## src/verilog/pmc_defs.svh

```systemverilog
// Purpose: Offsets, field positions, reset values and timing counts of the power-mode clock sequencer.
// Assumes: A 100 MHz system clock.
// Notes:   Definitions only; included by bare name.
`ifndef PMC_DEFS_SVH
`define PMC_DEFS_SVH

`define PMC_CLK_PERIOD_NS 10
`define PMC_ADDR_OSC_CTRL 4'h0
`define PMC_ADDR_TMR_CTRL 4'h4
`define PMC_ADDR_STATUS   4'h8
`define PMC_OSC_HALT_BIT  7
`define PMC_OSC_IFREQ_HI  6
`define PMC_OSC_IFREQ_LO  4
`define PMC_OSC_PRDY_BIT  3
`define PMC_OSC_ISTB_BIT  2
`define PMC_TMR_ACT_BIT   6
`define PMC_TMR_EN_BIT    3
`define PMC_OSC_CTRL_RST  8'h00
`define PMC_IFREQ_FAST    3'h7
`define PMC_OST_COUNT     11'h400
`define PMC_SWITCH_LAST   4'h7
`define PMC_CORE_WAIT_NS  5000
`define PMC_PLL_LOCK_NS   2000000
`define PMC_POWER_UP_TIMER_NS       1000000
`define PMC_CORE_WAIT_CYC ((`PMC_CORE_WAIT_NS + `PMC_CLK_PERIOD_NS - 1) / `PMC_CLK_PERIOD_NS)
`define PMC_PLL_LOCK_CYC  ((`PMC_PLL_LOCK_NS + `PMC_CLK_PERIOD_NS - 1) / `PMC_CLK_PERIOD_NS)
`define PMC_POWER_UP_TIMER_CYC      ((`PMC_POWER_UP_TIMER_NS + `PMC_CLK_PERIOD_NS - 1) / `PMC_CLK_PERIOD_NS)

`endif

```

## src/verilog/pmc_pkg.sv

```systemverilog
// Purpose: Types shared by the power-mode clock sequencer.
// Assumes: Nothing beyond the defs header.
// Notes:   Enumerations carry no explicit codes.
package pmc_pkg;

  typedef enum logic [3:0] {
    OSC_LOW_POWER_XTAL, OSC_MEDIUM_XTAL, OSC_HIGH_SPEED_XTAL, OSC_FAST_XTAL_PLL,
    OSC_EXT_CLOCK_INPUT, OSC_EXT_CLOCK_GPIO, OSC_RES_CAP, OSC_RES_CAP_GPIO,
    OSC_INTERNAL_CLKOUT, OSC_INTERNAL_GPIO
  } pmc_osc_mode_type;

  typedef enum logic [1:0] {SRC_PRIMARY, SRC_TIMER, SRC_INTERNAL, SRC_NONE} pmc_src_type;

  typedef enum logic [2:0] {
    MODE_MAIN_RUN, MODE_TIMER_RUN, MODE_INT_RUN,
    MODE_MAIN_IDLE, MODE_TIMER_IDLE, MODE_INT_IDLE, MODE_SLEEP
  } pmc_mode_type;

  typedef enum logic [2:0] {
    SEQ_SAMPLE, SEQ_POWERUP, SEQ_ACTIVE, SEQ_STOP, SEQ_SWITCH, SEQ_SLEEP, SEQ_WAKE
  } pmc_seq_type;

  typedef struct packed {
    logic [3:0] addr;
    logic [7:0] wdata;
    logic       wr;
    logic       rd;
  } pmc_bus_req_type;

  typedef struct packed {
    logic o;
    logic oe;
  } pmc_pin_type;

endpackage

```

## src/verilog/pmc_sequencer.sv

```systemverilog
// Purpose: Start-up reset hold, power-mode selection and glitch-free clock source switching.
// Assumes: Oscillator ticks and the internal settle level are asynchronous; core strobes share clock.
// Notes:   Clock gating itself is done by the enables this block drives.
//
// Strobed register access and the register addresses are this design's own decisions.
`timescale 1ns/1ps
`include "pmc_defs.svh"

module pmc_sequencer #(
  parameter int unsigned POWER_UP_TIMER_CYCLES = `PMC_POWER_UP_TIMER_CYC,
  parameter int unsigned PLL_CYCLES  = `PMC_PLL_LOCK_CYC
) (
  input  wire logic                       clock,
  input  wire logic                       sys_rst,
  input  wire pmc_pkg::pmc_bus_req_type   busReq,
  output logic [7:0]                      rdData,
  input  wire pmc_pkg::pmc_osc_mode_type  cfgOscMode,
  input  wire logic                       cfgPwrtEnable,
  input  wire logic [3:0]                 oscIn,
  input  wire logic                       sleepReq,
  input  wire logic                       instrStart,
  input  wire logic                       wakeEvent,
  input  wire logic                       watchdogTimeout,
  input  wire logic                       instClk,
  input  wire logic                       gpio6Out,
  input  wire logic                       gpio6Oe,
  output logic                            holdReset,
  output logic                            cpuReady,
  output logic                            cpuClkEn,
  output logic                            periphClkEn,
  output pmc_pkg::pmc_src_type            clkSource,
  output logic                            priOscEnable,
  output logic                            feedbackEnable,
  output pmc_pkg::pmc_pin_type            clkOutPin
);
  import pmc_pkg::*;

  // ********************************************************************
  // Synchronisers and edge detection
  // ********************************************************************
  logic [3:0] oscLvl;
  logic [2:0] oscEdge;

  for (genvar i = 0; i < 4; i++)
  begin : gSync
    logic s1_reg;
    logic s2_reg;
    logic s3_reg;
    always_ff @(posedge clock)
    begin
      if (sys_rst)
      begin
        s1_reg <= 1'h0;
        s2_reg <= 1'h0;
        s3_reg <= 1'h0;
      end
      else
      begin
        s1_reg <= oscIn[i];
        s2_reg <= s1_reg;
        s3_reg <= s2_reg;
      end
    end
    assign oscLvl[i] = s2_reg;
    if (i < 3)
    begin : gEdge
      assign oscEdge[i] = s2_reg & ~s3_reg;
    end
  end

  // ********************************************************************
  // State and configuration
  // ********************************************************************
  pmc_seq_type      state_reg, stateNext;
  pmc_mode_type     mode_reg, modeNext, pendMode_reg, pendModeNext, tgtMode;
  pmc_src_type      curSrc_reg, srcNext, pendSrc_reg, pendSrcNext, tgtSrc;
  pmc_osc_mode_type cfgMode_reg;
  logic             cfgPwrt_reg;
  logic [7:0]       oscCtrl_reg;
  logic             tmrEn_reg;
  logic             pendHalt_reg, pendHaltNext, pendSleep_reg, pendSleepNext;
  logic             holdNext, cpuNext, perNext, priEnNext;
  logic             prdy_reg, istb_reg, tact_reg;
  logic [10:0]      ostCnt_reg;
  logic [31:0]      pllCnt_reg, pwrtCnt_reg;
  logic [9:0]       coreCnt_reg;
  logic [3:0]       swCnt_reg;

  wire crystal   = cfgMode_reg inside {OSC_LOW_POWER_XTAL, OSC_MEDIUM_XTAL,
                                       OSC_HIGH_SPEED_XTAL, OSC_FAST_XTAL_PLL};
  wire isPll     = cfgMode_reg == OSC_FAST_XTAL_PLL;
  wire intPri    = cfgMode_reg inside {OSC_INTERNAL_CLKOUT, OSC_INTERNAL_GPIO};
  wire clkoutMd  = cfgMode_reg inside {OSC_RES_CAP, OSC_INTERNAL_CLKOUT, OSC_EXT_CLOCK_INPUT};
  wire gpioMd    = cfgMode_reg inside {OSC_RES_CAP_GPIO, OSC_INTERNAL_GPIO, OSC_EXT_CLOCK_GPIO};
  wire wakeAny   = wakeEvent | watchdogTimeout;
  wire ostDone   = !crystal || ostCnt_reg == `PMC_OST_COUNT;
  wire pllDone   = !isPll || pllCnt_reg == PLL_CYCLES;
  wire priStable = ostDone && pllDone;
  wire pwrtDone  = !cfgPwrt_reg || pwrtCnt_reg == POWER_UP_TIMER_CYCLES;
  wire coreDone  = coreCnt_reg == 10'(`PMC_CORE_WAIT_CYC);

  // ********************************************************************
  // Sleep target decode
  // ********************************************************************
  wire [1:0] choice  = oscCtrl_reg[1:0];
  wire       tgtHalt = oscCtrl_reg[`PMC_OSC_HALT_BIT];
  wire       tgtSleep = !tgtHalt && choice == 2'h0;
  assign tgtSrc = choice[1] ? SRC_INTERNAL :
                  !choice[0] ? SRC_PRIMARY :
                  tmrEn_reg ? SRC_TIMER : curSrc_reg;
  assign tgtMode = tgtSleep ? MODE_SLEEP :
                   tgtSrc == SRC_PRIMARY ? (tgtHalt ? MODE_MAIN_IDLE : MODE_MAIN_RUN) :
                   tgtSrc == SRC_TIMER ? (tgtHalt ? MODE_TIMER_IDLE : MODE_TIMER_RUN) :
                   (tgtHalt ? MODE_INT_IDLE : MODE_INT_RUN);
  wire sleepTake = state_reg == SEQ_ACTIVE && !wakeAny && sleepReq && cpuClkEn;
  wire newEdge   = pendSrc_reg == SRC_PRIMARY ? oscEdge[0] :
                   pendSrc_reg == SRC_TIMER ? oscEdge[1] : oscEdge[2];
  wire gateOk    = pendSrc_reg != SRC_PRIMARY || priStable;
  wire swDone    = swCnt_reg == `PMC_SWITCH_LAST && newEdge && gateOk;

  // ********************************************************************
  // Sequencer
  // ********************************************************************
  always_comb
  begin
    stateNext     = state_reg;
    modeNext      = mode_reg;
    srcNext       = curSrc_reg;
    pendSrcNext   = pendSrc_reg;
    pendModeNext  = pendMode_reg;
    pendHaltNext  = pendHalt_reg;
    pendSleepNext = pendSleep_reg;
    holdNext      = holdReset;
    cpuNext       = cpuClkEn;
    perNext       = periphClkEn;
    priEnNext     = priOscEnable;
    case (state_reg)
      SEQ_SAMPLE:
        stateNext = SEQ_POWERUP;
      SEQ_POWERUP:
        if (pwrtDone && priStable)
        begin
          holdNext  = 1'h0;
          cpuNext   = 1'h1;
          perNext   = 1'h1;
          stateNext = SEQ_ACTIVE;
        end
      SEQ_ACTIVE:
        if (wakeAny && mode_reg != MODE_MAIN_RUN)
        begin
          cpuNext   = 1'h1;
          priEnNext = 1'h1;
          stateNext = SEQ_WAKE;
        end
        else if (sleepTake)
        begin
          pendSrcNext   = tgtSrc;
          pendModeNext  = tgtMode;
          pendHaltNext  = tgtHalt;
          pendSleepNext = tgtSleep;
          stateNext     = SEQ_STOP;
        end
      SEQ_STOP:
        if (instrStart)
        begin
          cpuNext   = 1'h0;
          perNext   = 1'h0;
          priEnNext = pendSrc_reg == SRC_PRIMARY && !pendSleep_reg;
          if (pendSleep_reg)
          begin
            modeNext  = MODE_SLEEP;
            srcNext   = SRC_NONE;
            stateNext = SEQ_SLEEP;
          end
          else
            stateNext = SEQ_SWITCH;
        end
      SEQ_SWITCH:
        if (swDone)
        begin
          srcNext   = pendSrc_reg;
          modeNext  = pendMode_reg;
          perNext   = 1'h1;
          cpuNext   = !pendHalt_reg;
          stateNext = SEQ_ACTIVE;
        end
      SEQ_SLEEP:
        if (wakeAny)
        begin
          priEnNext = 1'h1;
          stateNext = SEQ_WAKE;
        end
      SEQ_WAKE:
        if (priStable)
        begin
          if (curSrc_reg == SRC_PRIMARY)
          begin
            modeNext  = MODE_MAIN_RUN;
            cpuNext   = 1'h1;
            perNext   = 1'h1;
            stateNext = SEQ_ACTIVE;
          end
          else
          begin
            pendSrcNext  = SRC_PRIMARY;
            pendModeNext = MODE_MAIN_RUN;
            pendHaltNext = 1'h0;
            cpuNext      = 1'h0;
            perNext      = 1'h0;
            stateNext    = SEQ_SWITCH;
          end
        end
      default:
        stateNext = SEQ_SAMPLE;
    endcase
  end

  always_ff @(posedge clock)
  begin
    if (sys_rst)
    begin
      state_reg     <= SEQ_SAMPLE;
      mode_reg      <= MODE_MAIN_RUN;
      curSrc_reg    <= SRC_PRIMARY;
      pendSrc_reg   <= SRC_PRIMARY;
      pendMode_reg  <= MODE_MAIN_RUN;
      pendHalt_reg  <= 1'h0;
      pendSleep_reg <= 1'h0;
      holdReset     <= 1'h1;
      cpuClkEn      <= 1'h0;
      periphClkEn   <= 1'h0;
      priOscEnable  <= 1'h1;
    end
    else
    begin
      state_reg     <= stateNext;
      mode_reg      <= modeNext;
      curSrc_reg    <= srcNext;
      pendSrc_reg   <= pendSrcNext;
      pendMode_reg  <= pendModeNext;
      pendHalt_reg  <= pendHaltNext;
      pendSleep_reg <= pendSleepNext;
      holdReset     <= holdNext;
      cpuClkEn      <= cpuNext;
      periphClkEn   <= perNext;
      priOscEnable  <= priEnNext;
    end
  end

  // ********************************************************************
  // Start-up and switch counters
  // ********************************************************************
  // Oscillator counts restart whenever the primary is off, so wake reuses them.
  always_ff @(posedge clock)
  begin
    if (sys_rst || !priOscEnable)
      ostCnt_reg <= 11'h000;
    else if (!ostDone && oscEdge[0])
      ostCnt_reg <= ostCnt_reg + 11'h001;
    if (sys_rst || !priOscEnable || !ostDone)
      pllCnt_reg <= 32'h0;
    else if (!pllDone)
      pllCnt_reg <= pllCnt_reg + 32'h1;
    if (sys_rst || state_reg == SEQ_SAMPLE)
      pwrtCnt_reg <= 32'h0;
    else if (!pwrtDone)
      pwrtCnt_reg <= pwrtCnt_reg + 32'h1;
    if (sys_rst)
      coreCnt_reg <= 10'h000;
    else if (!coreDone)
      coreCnt_reg <= coreCnt_reg + 10'h001;
    if (sys_rst || state_reg != SEQ_SWITCH)
      swCnt_reg <= 4'h0;
    else if (newEdge && gateOk)
      swCnt_reg <= swCnt_reg + 4'h1;
  end

  // ********************************************************************
  // Flags, pins and registers
  // ********************************************************************
  wire live      = state_reg == SEQ_ACTIVE || state_reg == SEQ_WAKE;
  wire prdyNext  = live && curSrc_reg == SRC_PRIMARY && priStable;
  wire istbNext  = live && oscLvl[3]
                   && oscCtrl_reg[`PMC_OSC_IFREQ_HI:`PMC_OSC_IFREQ_LO] == `PMC_IFREQ_FAST
                   && (curSrc_reg == SRC_INTERNAL || (curSrc_reg == SRC_PRIMARY && intPri));
  wire tactNext  = live && curSrc_reg == SRC_TIMER;
  wire asleep    = state_reg == SEQ_SLEEP;
  wire pinONext  = gpioMd ? gpio6Out : (clkoutMd && !asleep && instClk);
  wire pinOeNext = gpioMd ? gpio6Oe : clkoutMd;
  wire wrOsc     = busReq.wr && busReq.addr == `PMC_ADDR_OSC_CTRL;
  wire wrTmr     = busReq.wr && busReq.addr == `PMC_ADDR_TMR_CTRL;
  wire [7:0] oscRd = {oscCtrl_reg[7:4], prdy_reg, istb_reg, oscCtrl_reg[1:0]};
  wire [7:0] tmrRd = {1'h0, tact_reg, 2'h0, tmrEn_reg, 3'h0};
  wire [7:0] stRd  = {1'h0, mode_reg, 2'h0, curSrc_reg};
  wire [7:0] rdSel = !busReq.rd ? 8'h00 :
                     busReq.addr == `PMC_ADDR_OSC_CTRL ? oscRd :
                     busReq.addr == `PMC_ADDR_TMR_CTRL ? tmrRd :
                     busReq.addr == `PMC_ADDR_STATUS ? stRd : 8'h00;

  always_ff @(posedge clock)
  begin
    if (sys_rst)
    begin
      oscCtrl_reg    <= `PMC_OSC_CTRL_RST;
      tmrEn_reg      <= 1'h0;
      cfgMode_reg    <= OSC_LOW_POWER_XTAL;
      cfgPwrt_reg    <= 1'h0;
      prdy_reg       <= 1'h0;
      istb_reg       <= 1'h0;
      tact_reg       <= 1'h0;
      rdData         <= 8'h00;
      feedbackEnable <= 1'h0;
      clkOutPin      <= '0;
      cpuReady       <= 1'h0;
    end
    else
    begin
      if (state_reg == SEQ_SAMPLE)
      begin
        cfgMode_reg <= cfgOscMode;
        cfgPwrt_reg <= cfgPwrtEnable;
      end
      if (wrOsc)
        oscCtrl_reg <= {busReq.wdata[7:4], 2'h0, busReq.wdata[1:0]};
      if (wrTmr)
        tmrEn_reg <= busReq.wdata[`PMC_TMR_EN_BIT];
      prdy_reg       <= prdyNext;
      istb_reg       <= istbNext;
      tact_reg       <= tactNext;
      rdData         <= rdSel;
      feedbackEnable <= crystal && priEnNext;
      clkOutPin      <= '{o: pinONext, oe: pinOeNext};
      cpuReady       <= coreDone && !holdNext;
    end
  end

  assign clkSource = curSrc_reg;
endmodule

```

## config.mk

```make
export PLATFORM = sky130hd
export DESIGN_NAME = pmc_sequencer
export DESIGN_NICKNAME = d
export VERILOG_FILES = /design/src/verilog/pmc_pkg.sv /design/src/verilog/pmc_sequencer.sv
export VERILOG_INCLUDE_DIRS = /design/src /design/src/verilog
export SDC_FILE = /design/constraint.sdc
export NUM_CORES = 1
export LEC_CHECK = 0
export BUFFER_PORTS_ARGS = -buffer_cell sky130_fd_sc_hd__buf_2
export CAP_MARGIN = 15
export CORE_MARGIN = 4
export CORE_UTILIZATION = 40
export CTS_CLUSTER_DIAMETER = 30
export CTS_CLUSTER_SIZE = 30
export DETAILED_ROUTE_END_ITERATION = 10
export PLACE_DENSITY = 0.67
export RECOVER_POWER = 50
export SYNTH_ARGS = -nofsm -noshare
export SYNTH_HDL_FRONTEND = slang
export SYNTH_SLANG_ARGS = --single-unit
```

## constraint.sdc

```tcl
create_clock -name clock -period 4.3 [get_ports clock]
set_input_delay 0.645 -clock clock [delete_from_list [all_inputs] [get_ports clock]]
set_output_delay 0.645 -clock clock [all_outputs]
set_load 0.05 [all_outputs]
```

# Yosys cells after proc, flatten, opt, wreduce, memory -nomap -nowiden
# Index checks and enable logic that the tools add are counted.
dict set report classes {
  add_sub_neg 5
  n_eq_ne 40
  n_mux 66
  n_bitwise 9
  n_reduce_logical 72
}
# cell n
set ops {}
lappend ops {{3-bit two-way mux} 22}
lappend ops {{32-bit by 1-bit adder with 32-bit output, second input constant} 2}
lappend ops {{32-bit by 17-bit == test with 1-bit output, second input constant} 1}
lappend ops {{32-bit by 18-bit == test with 1-bit output, second input constant} 1}
lappend ops {{1-bit logical AND} 25}
lappend ops {{4-bit by 3-bit == test with 1-bit output, second input constant} 6}
lappend ops {{2-bit two-way mux} 11}
lappend ops {{2-bit inequality test, second input constant} 11}
lappend ops {{1-bit two-way mux} 21}
lappend ops {{3-bit one-hot mux with 7 select lines} 1}
lappend ops {{6-bit AND reduction} 3}
lappend ops {{7-bit two-way mux} 2}
lappend ops {{3-bit == test, second input constant} 4}
lappend ops {{4-bit == test, second input constant} 3}
lappend ops {{3-bit nonzero test} 4}
lappend ops {{11-bit by 1-bit adder with 11-bit output, second input constant} 1}
lappend ops {{11-bit == test, second input constant} 1}
lappend ops {{1-bit logical NOT} 11}
lappend ops {{10-bit by 1-bit adder with 10-bit output, second input constant} 1}
lappend ops {{10-bit by 9-bit == test with 1-bit output, second input constant} 1}
lappend ops {{1-bit logical OR} 10}
lappend ops {{5-bit AND reduction} 2}
lappend ops {{3-bit one-hot mux with 3 select lines} 1}
lappend ops {{4-bit by 2-bit == test with 1-bit output, second input constant} 2}
lappend ops {{26 further kinds} 45}
dict set report word_totals {
  reg_bits 146
  inputBits 32
  elab_cells 231
}

# Depth between registers and ports, before layout
# Gate-level depths: netlist of the first run.
dict set report logic_depth {
  word_depth 10
  mapped_depth 9
  mapped_depth_nobuf 8
}

# Least setup slack after synthesis of the first run
# OpenSTA, ideal clock, no wires.
dict set report synth_path {
  kind {reg2reg}
  startpoint {reg pwrtCnt_reg[0]}
  endpoint {reg pwrtCnt_reg[24]}
  arrival_time_ns 2.198
  path_slack_ns 2.043
  stages_incl_launch_ff 10
  n_path_buf 1
  period_less_slack_ns 2.257
  cell_sequence {dfxtp_1 inv_1 ha_1 nor4b_1 nand4_1 o211ai_1 or4_4 buf_6 or4_1 nand2_1}
}
dict set report synth_via {
  elab_chain_cells 2
  word_cells_on_any_way 3
}
# element line
set synth_rtl {}
lappend synth_rtl {{from (decl)} pmc_sequencer.sv:85} ;# logic [31:0] pllCnt_reg, pwrtCnt_reg;
lappend synth_rtl {{from (signal assigned)} pmc_sequencer.sv:267} ;# pwrtCnt_reg <= pwrtCnt_reg + 32'h1;
lappend synth_rtl {{branches (longest 2 deep; another with 32-bit by 1-bit adder with 32-bit output)} --}
# Parallel ways; which one is timed is not known.
# A chain may end at the register's enable or synchronous reset.

# Worst setup path in the final report of the first run
dict set report layout_path {
  startpoint {in sys_rst}
  endpoint {reg pwrtCnt_reg[24]}
}
dict set report layout_via {
  elab_chain_cells 1
}
# element line
set layout_rtl {}
lappend layout_rtl {{from (decl)} pmc_sequencer.sv:14} ;# input wire logic sys_rst,
lappend layout_rtl {{1-bit logical OR} pmc_sequencer.sv:264} ;# if (sys_rst || state_reg == SEQ_SAMPLE)
# No other way between the ends.

==> impl_metrics.csv, run 1 <==
group,metric,value,unit
run_status,status,"finished with violations",
run_status,violations,"capacitance limit, slew limit",
route,drt-total-wl,14700,um
timing,worst_pin_slew,2210,ps
cts,clk_latency,420,ps
cts,cts-htree-levels,4,
job,cap_violations,1,
critical_path,crit_path_max_fanout,51,
place,place_inst,1045,
critical_path,critPathSlowestCell,"clkbuf_1",
cts,ctsResizeCount,0,
cells_and_area,area_growth,14.7,%
critical_path,arrival,3470,ps
timing,final-hold-violation-count,0,
global_routing,grt_max_degree,52,
route,viasPerCell,5.30,
critical_path,timing.rr.end,"state_reg[0]",
floorplan,fp.dieH,138,um
floorplan,die_x,138,um
logic_synthesis,ys_seq_area_share,42.9,%
pwr,power.total,3650,uW
pwr,leakagePower,0.00260,uW
logic_synthesis,syn_nets,846,
logic_synthesis,avgSynthCellArea,8.47,um2
cells_and_area,stdcell_count,1077,
timing,slew_headroom,-47.2,%
cts,cts_sinks,146,
cts,cts_setup_buffers,0,
critical_path,rrSetupSlack,1370,ps
critical_path,r2r_start,"state_reg[2]",
cts,cts_tree,"done",
critical_path,crit_top_cell,"clkbuf_1",
logic_synthesis,synthArstFlopShare,0,%
cts,ctsRootBufferMaster,"clkbuf_16",
route,ant_nets,0,
route,vias,5711,
global_routing,antenna_found_initial,0,
cells_and_area,layout-drive-gt1-share,9.92,%
floorplan,fp.dieArea,0.0192,mm2
critical_path,worstPathRequired,4610,ps
cts,clk_pin_slew_worst_paths,70,ps
floorplan,ios,50,
logic_synthesis,synthesis.area,0.00681,mm2
min_path,hold_path_end,"gSync[3].s1_reg",
pwr,ir_worst_vdd,0.442,mV
min_path,min_path_type,"in -> reg",
timing,grt_setup_unrepaired,"false",
cts,cts_buffer_depth,2,
place,place_hpwl,10100,um
floorplan,core,0.0166,mm2
logic_synthesis,synth_edf_count,0,
critical_path,ff2ff_path_depth,6,
cells_and_area,nNetsFinal,886,
route,drtIter0Drc,311,
global_routing,grt_pass1_wl,25000,um
global_routing,grt_pass1_vias,5214,
timing,finalSetupTns,0,ps
critical_path,path_cells,"clkbuf_1, clkbuf_1, nor2_1, o211ai_1, nand2_1",
logic_synthesis,ys_seq_elements,146,
min_path,hold_start,"oscIn[3]",
critical_path,worst_setup_path_end_kind,"flop",
route,drc,0,
route,dr.pass1.iters,4,
logic_synthesis,synth.distinct_cells,60,
floorplan,rows,47,
global_routing,grt_usage,15.4,%
logic_synthesis,yosysWarnings,0,
timing,fin_skew,10.2,ps
timing,setup_slack,1140,ps
floorplan,start_util,40.9,%
cells_and_area,num_antenna_cells,0,
logic_synthesis,syn_inst,804,
cts,cts_buffers,17,
timing,fin_crit,3160,ps
route,wl_per_cell,13.6,um
logic_synthesis,synthFlopType,"dfxtp_1",
critical_path,path_class,"in -> reg",
timing,finalSetupViolCount,0,
place,dp_slack,1470,ps
place,portBuffers,48,
min_path,hold_path_depth,2,
timing,report.final.slew_viol_count,52,
timing,fin_crit_sh,73.4,%
cells_and_area,n_fill_cell,1579,
timing,max_freq,0.317,GHz
global_routing,grt-ovfl-total,0,
cts,hold_buffers,0,
place,gp_congestion,0.833,
critical_path,cpPeakStageDelay,1620,ps
critical_path,cp-start-kind,"input pin",
pwr,p_per_area,467,mW/mm2
timing,timing.hold.ws,426,ps
[power by group]
group	internal [uW]	switching, uW
sequential	1410	86.8
clock	884	639
combinational	211	413
[cells in the mapped netlist, drive strengths merged (4+ instances only)]
master  number  area [um2]
dfxtp      146        2920
nor2       108         405
a21oi       49         245
nand2       45         169
o21ai       44         220
xnor2       37         324
inv         34         128
or3         30         193
nor3        29         145
nand3       28         140
clkbuf      25        93.8
nand4       25         163
mux2i       23         230
nor2b       16         100
nor4        16         113
or4         15         120
xor2        15         131
o211ai      13         103
ha          10         125
and3         9        56.3
nand2b       8        50.1
and4         7        61.3
buf          7        38.8
or2          7        43.8
nor4b        6        52.6
a211oi       4        30.0
nand3b       4        30.0
nor3b        4        30.0
o21bai       4        30.0
[cell usage in the layout, fill, tap and decap left out, types with 3 or more instances in the layout]
cell / Yosys / routed
o21bai_1: 4 / 4
nand2b_1: 8 / 8
o211ai_1: 12 / 12
or3_2: 4 / 4
nor2b_1: 16 / 16
inv_1: 34 / 34
a21o_1: 3 / 3
inv_8: 0 / 4
nor3_1: 29 / 29
nor4b_1: 6 / 6
a21oi_1: 49 / 49
or4_1: 13 / 13
nand4_1: 24 / 24
nand2_1: 45 / 45
xor2_1: 15 / 15
dfxtp_1: 146 / 146
and3_1: 9 / 9
a211oi_1: 4 / 4
and4_1: 7 / 7
nor4_1: 14 / 14
buf_4: 0 / 3
clkbuf_1: 25 / 21
buf_2: 4 / 29
or2_2: 7 / 7
nand3b_1: 4 / 4
o21ai_0: 43 / 43
xnor2_1: 37 / 37
ha_1: 10 / 10
inv_6: 0 / 5
nand3_1: 28 / 28
or3_1: 26 / 26
nor2_1: 108 / 108
clkbuf_16: 0 / 17
o2111ai_1: 3 / 3
mux2i_1: 23 / 23
nor3b_1: 4 / 4
[worst max path at each step]
stage / slack, ps / start / depth (start not counted) / end
2_1_floorplan: 2040 / pwrtCnt_reg[0] / 9 / pwrtCnt_reg[24]
3_3_place_gp: 1500 / state_reg[2] / 6 / state_reg[0]
3_5_place_dp: 1470 / state_reg[2] / 6 / state_reg[0]
4_1_cts: 1460 / state_reg[2] / 6 / state_reg[0]
5_1_grt: 760 / sys_rst / 5 / pwrtCnt_reg[24]
6_report: 1140 / sys_rst / 5 / pwrtCnt_reg[24]
[critical path: cells and delay by family]
kind | cells | cell delay [ps]
AOI/OAI and AO/OA | 1 | 220
buffers and inverters | 2 | 2090
and+or+nand+nor | 2 | 480
[through the flow]
stage          utilization, %  area (um2)
2_1_floorplan               -        6810
3_3_place_gp             43.4        7230
3_5_place_dp             43.4        7230
4_1_cts                  47.1        7840
5_1_grt                  46.9        7810
6_report                 46.9        7810
[logic make-up (layout without fill, tap and decap cells)]
group,after synthesis,count (layout),share of synthesized area [%]
AOI/OAI and AO/OA,139,139,12.3
xor gates and xnor gates,52,52,6.69
adders and majority gates,10,10,1.84
buffers and inverters,66,119,3.82
DFF,146,146,42.9
muxes,25,25,3.71
and+or+nand+nor,366,366,28.7
[layer usage]
metal | vias to the layer above | routed length (um) | global-route usage (%)
li1 | 2951 | - | -
met5 | - | 0 | 0
met1 | 2644 | 7170 | 21.5
met2 | 94 | 6680 | 23.3
met3 | 22 | 597 | 3.63
met4 | 0 | 208 | 5.15
[area by class of cell]
class | instances | area, um2 | share of cell area, %
multi-input cells | 592 | 3620 | 46.4
well taps | 220 | 275 | 3.52
clock inverters | 15 | 189 | 2.42
repair buffers | 53 | 246 | 3.16
inverters | 34 | 128 | 1.63
clock buffers | 17 | 425 | 5.45
flip-flops and latches | 146 | 2920 | 37.4
(Power assumes the default switching activity.)
==> run 2, diff against run 1 <==
Settings changed: PLACE_DENSITY 0.67 to 0.69.
Clock period 4.3 ns to 2.65 ns, I/O delays scaled along.
==> run 2 against run 1 <==
Effect of this change: the flow now finishes without violations; first-iteration DRC count did not move; routed wire length grew 0.41%; setup slack worse by 960 ps; sequential share of layout area fell by 0.61 points; register-to-register slack got worse by 1200 ps; global-route usage shrank 0.21 points; die area unchanged; core utilization is 0.77 points higher; critical path type is now reg -> reg; critical endpoint is now mode_reg[1]; highest routed layer unchanged.
==> impl_metrics.csv, run 2 (synthesized netlist as in run 1, its figures left out) <==
group,metric,value,unit
run_status,status,"complete, no violations",
route,drt-total-wl,14700,um
cts,cts_buffers,17,
cells_and_area,multiInputGateArea,0.00363,mm2
cells_and_area,num_antenna_cells,0,
critical_path,arrival,2820,ps
min_path,hold_start,"oscIn[0]",
floorplan,fp.dieArea,0.0192,mm2
cts,cts_sinks,146,
cells_and_area,area_growth,16.6,%
route,ant_nets,0,
cells_and_area,postLayoutCellArea,0.00794,mm2
floorplan,start_util,40.9,%
global_routing,grt_use_met3,3.21,%
global_routing,grt_usage,15.1,%
cells_and_area,nNetsFinal,907,
floorplan,rows,47,
timing,slew_headroom,31.0,%
critical_path,crit_path_max_fanout,7,
min_path,min_path_type,"in -> reg",
critical_path,ff2ff_path_depth,9,
min_path,hold_path_end,"gSync[0].s1_reg",
floorplan,core,0.0166,mm2
global_routing,met2_usage,23.9,%
min_path,hold_path_depth,2,
job,cap_violations,0,
global_routing,grt_max_degree,33,
place,gp_congestion,0.865,
pwr,leakagePower,0.00266,uW
route,drc,0,
critical_path,worst_setup_path_end_kind,"flop",
timing,fin_skew,8.39,ps
pwr,ir_worst_vdd,0.477,mV
cts,cts_tree,"done",
critical_path,worstPathRequired,3000,ps
route,dr.pass1.iters,5,
timing,finalSetupTns,0,ps
timing,worst_pin_slew,1030,ps
global_routing,busiest_layer,"met2",
timing,max_freq,0.405,GHz
route,viasPerCell,5.27,
place,dp_slack,224,ps
critical_path,cp-start-kind,"flop",
timing,report.final.slew_viol_count,0,
timing,final-hold-violation-count,0,
global_routing,grtUsageMet1,20.7,%
place,portBuffers,48,
route,vias,5790,
cells_and_area,final_cell_mix,"146 x dfxtp_1, 108 x nor2_1, 49 x a21oi_1",
timing,fin_crit,2470,ps
critical_path,crit_path_start,"pllCnt_reg[0]",
critical_path,rrSetupSlack,180,ps
global_routing,grt_pass1_wl,24500,um
cts,cts-htree-levels,4,
route,wl_per_cell,13.4,um
critical_path,path_class,"reg -> reg",
critical_path,timing.rr.end,"mode_reg[1]",
cells_and_area,final_common_cell,"dfxtp_1",
cts,clk_pin_slew_worst_paths,60,ps
global_routing,antenna_found_initial,0,
pwr,p_per_area,744,mW/mm2
floorplan,ios,50,
critical_path,r2r_start,"pllCnt_reg[0]",
place,place_hpwl,10400,um
timing,grt_setup_unrepaired,"false",
cts,clk_latency,420,ps
timing,fin_crit_sh,93.2,%
cts,hold_buffers,0,
place,place_area,0.00738,mm2
route,drtIter0Drc,311,
cells_and_area,ff_latch_area,0.00292,mm2
cts,ctsRootBufferMaster,"clkbuf_16",
global_routing,grt_pass1_vias,5166,
global_routing,grt-ovfl-total,0,
floorplan,fp.dieH,138,um
cells_and_area,layout-drive-gt1-share,11.8,%
timing,finalSetupViolCount,0,
floorplan,die_x,138,um
cts,cts_buffer_depth,2,
cells_and_area,n_fill_cell,1609,
timing,setup_slack,181,ps
[run 2: worst max-delay path, cell delays in order, from the launching register on]
cell and delay, ps:
dfxtp_1 320, inv_1 90, ha_1 160, nor4b_1 240, nand4_1 230, o211ai_2 330
a31oi_1 260, buf_4 240, or3_1 360, a21oi_1 150
[run 2: worst max-delay path by stage]
stage	slack, ps	cells after the start	end
finish	180	9	mode_reg[1]
global route	10	9	mode_reg[2]
CTS	190	7	mode_reg[1]
detailed placement	220	7	mode_reg[1]
global placement	260	8	mode_reg[1]
floorplan	390	9	pwrtCnt_reg[24]
[run 2: per-stage QoR]
stage	cells	power (uW)	utilization [%]	hold slack, ps
after CTS	1097	5980	47.9	174
after global routing	1098	6170	47.7	200
after floorplan	804	3230	-	414
after detailed placement	1065	3570	44.3	428
final	1098	5900	47.7	187
after global placement	1065	3560	44.3	429
[run 2: repair_timing]
item,CTS,global route
setup endpoints to repair,0,2
setup buffers,0,1
resized for setup,0,2
[run 2: cell type report]
class                   instances  share of cell area (%)
well taps                     220                    3.47
inverters                      34                    1.61
clock inverters                13                    1.91
repair buffers                 74                    4.89
flip-flops and latches        146                    36.8
clock buffers                  19                    5.58
multi-input cells             592                    45.7
[run 2: per-layer routing]
layer	wire (um)	vias to the layer above	part of all wire, %
li1	-	2989	-
met1	7150	2695	49
met2	6840	92	46
met3	514	14	3.5
met4	205	0	1.4
met5	0	-	0
[run 2: report_power, final]
part	internal (uW)	switching [uW]
Clock	1430	975
Combinational	380	750
Sequential	2300	73.9
==> run 3, diff against run 2 <==
--- a/config.mk
+++ b/config.mk
@@ -15,3 +15,3 @@
 export DETAILED_ROUTE_END_ITERATION = 10
-export PLACE_DENSITY = 0.69
+export PLACE_DENSITY_LB_ADDON = 0.15
 export RECOVER_POWER = 50
--- a/constraint.sdc
+++ b/constraint.sdc
@@ -3,2 +3,2 @@
 set_output_delay 0.3975 -clock clock [all_outputs]
-set_load 0.05 [all_outputs]
+set_load 0.005 [all_outputs]
==> run 3 against run 2 <==
Effect of this change: power up 0.14%; die area unchanged; routed wire length up 9.6%; global-route usage up 1.5 points; sequential power about the same; highest routed layer unchanged.
==> impl_metrics.csv, run 3 (synthesized netlist as in run 1, its figures left out) <==
group,metric,value,unit
run_status,status,"complete, no violations",
route,dr.pass1.iters,5,
cells_and_area,area_growth,17.3,%
timing,finalSetupViolCount,0,
critical_path,arrival,2790,ps
place,dp_slack,189,ps
cts,cts_tree,"done",
cts,cts_buffer_depth,2,
floorplan,fp.dieH,138,um
cells_and_area,stdcell_count,1099,
cts,cts-htree-levels,4,
timing,report.final.slew_viol_count,0,
cells_and_area,final_cell_mix,"146 x dfxtp_1, 108 x nor2_1, 49 x a21oi_1",
route,drtIter0Drc,394,
route,drt-total-wl,16100,um
global_routing,grt_pass1_wl,26700,um
timing,slew_headroom,17.2,%
route,vias,5873,
cells_and_area,num_antenna_cells,0,
critical_path,crit_path_max_fanout,13,
cts,hold_buffers,0,
global_routing,antenna_found_initial,0,
critical_path,worst_setup_path_end_kind,"flop",
floorplan,start_util,40.9,%
critical_path,cp-start-kind,"flop",
min_path,hold_start,"oscIn[3]",
cts,cts_sinks,146,
place,portBuffers,48,
global_routing,grt_max_degree,33,
job,cap_violations,0,
floorplan,fp.dieArea,0.0192,mm2
cells_and_area,n_fill_cell,1596,
global_routing,grt_pass1_vias,5496,
pwr,power.total,5910,uW
floorplan,rows,47,
cts,clk_pin_slew_worst_paths,60,ps
place,place_inst,1067,
cells_and_area,layout-drive-gt1-share,12.9,%
route,drc,0,
timing,max_freq,0.409,GHz
pwr,ir_worst_vdd,0.514,mV
floorplan,die_x,138,um
timing,fin_crit_sh,92.3,%
pwr,leakagePower,0.00273,uW
cells_and_area,final_common_cell,"dfxtp_1",
place,place_hpwl,11500,um
timing,setup_slack,205,ps
global_routing,grt_usage,16.6,%
cells_and_area,nNetsFinal,908,
cells_and_area,ff_latch_area,0.00292,mm2
timing,worst_pin_slew,1240,ps
timing,finalSetupTns,0,ps
cells_and_area,multiInputGateArea,0.00363,mm2
global_routing,grt-ovfl-total,0,
cts,clk_latency,420,ps
timing,fin_crit,2450,ps
critical_path,worstPathRequired,3000,ps
place,gp_congestion,0.838,
route,viasPerCell,5.34,
min_path,min_path_type,"in -> reg",
critical_path,path_class,"reg -> reg",
route,wl_per_cell,14.7,um
cts,ctsRootBufferMaster,"clkbuf_16",
critical_path,crit_path_start,"state_reg[2]",
floorplan,core,0.0166,mm2
timing,fin_skew,6.52,ps
cts,cts_buffers,17,
cts,ctsResizeCount,0,
timing,grt_setup_unrepaired,"false",
floorplan,ios,50,
pwr,p_per_area,740,mW/mm2
cts,cts_setup_buffers,0,
critical_path,r2r_start,"state_reg[2]",
timing,final-hold-violation-count,0,
timing,timing.hold.ws,186,ps
route,ant_nets,0,
-- run 3: changes by cell type in the layout (fill, tap and decap cells not counted), sizes merged --
| cell | before | now |
|---|---|---|
| clkinv | 0 | 6 |
| clkbuf | 45 | 39 |
| clkinvlp | 6 | 0 |
| inv | 39 | 34 |
| buf | 48 | 59 |
| bufinv | 2 | 3 |
-- run 3: report_power, final --
part	internal (uW)	switching, uW
Combinational	396	657
Sequential	2300	73.7
Clock	1580	910
-- run 3: final timing paths --
| path | slack [ps] | endpoint | cells past startpoint |
|---|---|---|---|
| max | 200 | state_reg[0] | 7 |
| min reg2reg | 440 | gSync[3].s2_reg | 1 |
| max reg2reg | 200 | state_reg[0] | 7 |
| min | 190 | gSync[3].s1_reg | 2 |
-- run 3: routing by layer --
layer | track usage (%) | up-vias | share of wire (%)
met5 | 0 | - | 0
met4 | 4.63 | 0 | 0.93
met3 | 4.35 | 12 | 3.7
met2 | 25.8 | 92 | 46
met1 | 23.1 | 2786 | 50
li1 | - | 2983 | -
-- run 3: area by class of cell --
class | count | area share (%)
clock buffer | 23 | 6.11
inverter | 34 | 1.60
multi-input combinational | 592 | 45.5
tap | 220 | 3.45
sequential | 146 | 36.6
timing repair buffer | 75 | 5.19
clock inverter | 9 | 1.60
-- run 3: worst max-delay path, cell delays in order (launching register included) --
cell,delay (ps)
dfxtp_1,330
clkbuf_1,450
inv_1,190
and3_1,240
o221ai_1,280
nand4b_1,240
or4_1,520
a21oi_1,140
-- run 3: through the flow --
step,area [um2],util [%]
2_1_floorplan,6810,-
3_3_place_gp,7390,44.4
3_5_place_dp,7390,44.4
4_1_cts,8010,48.1
5_1_grt,7990,48.0
6_report,7990,48.0
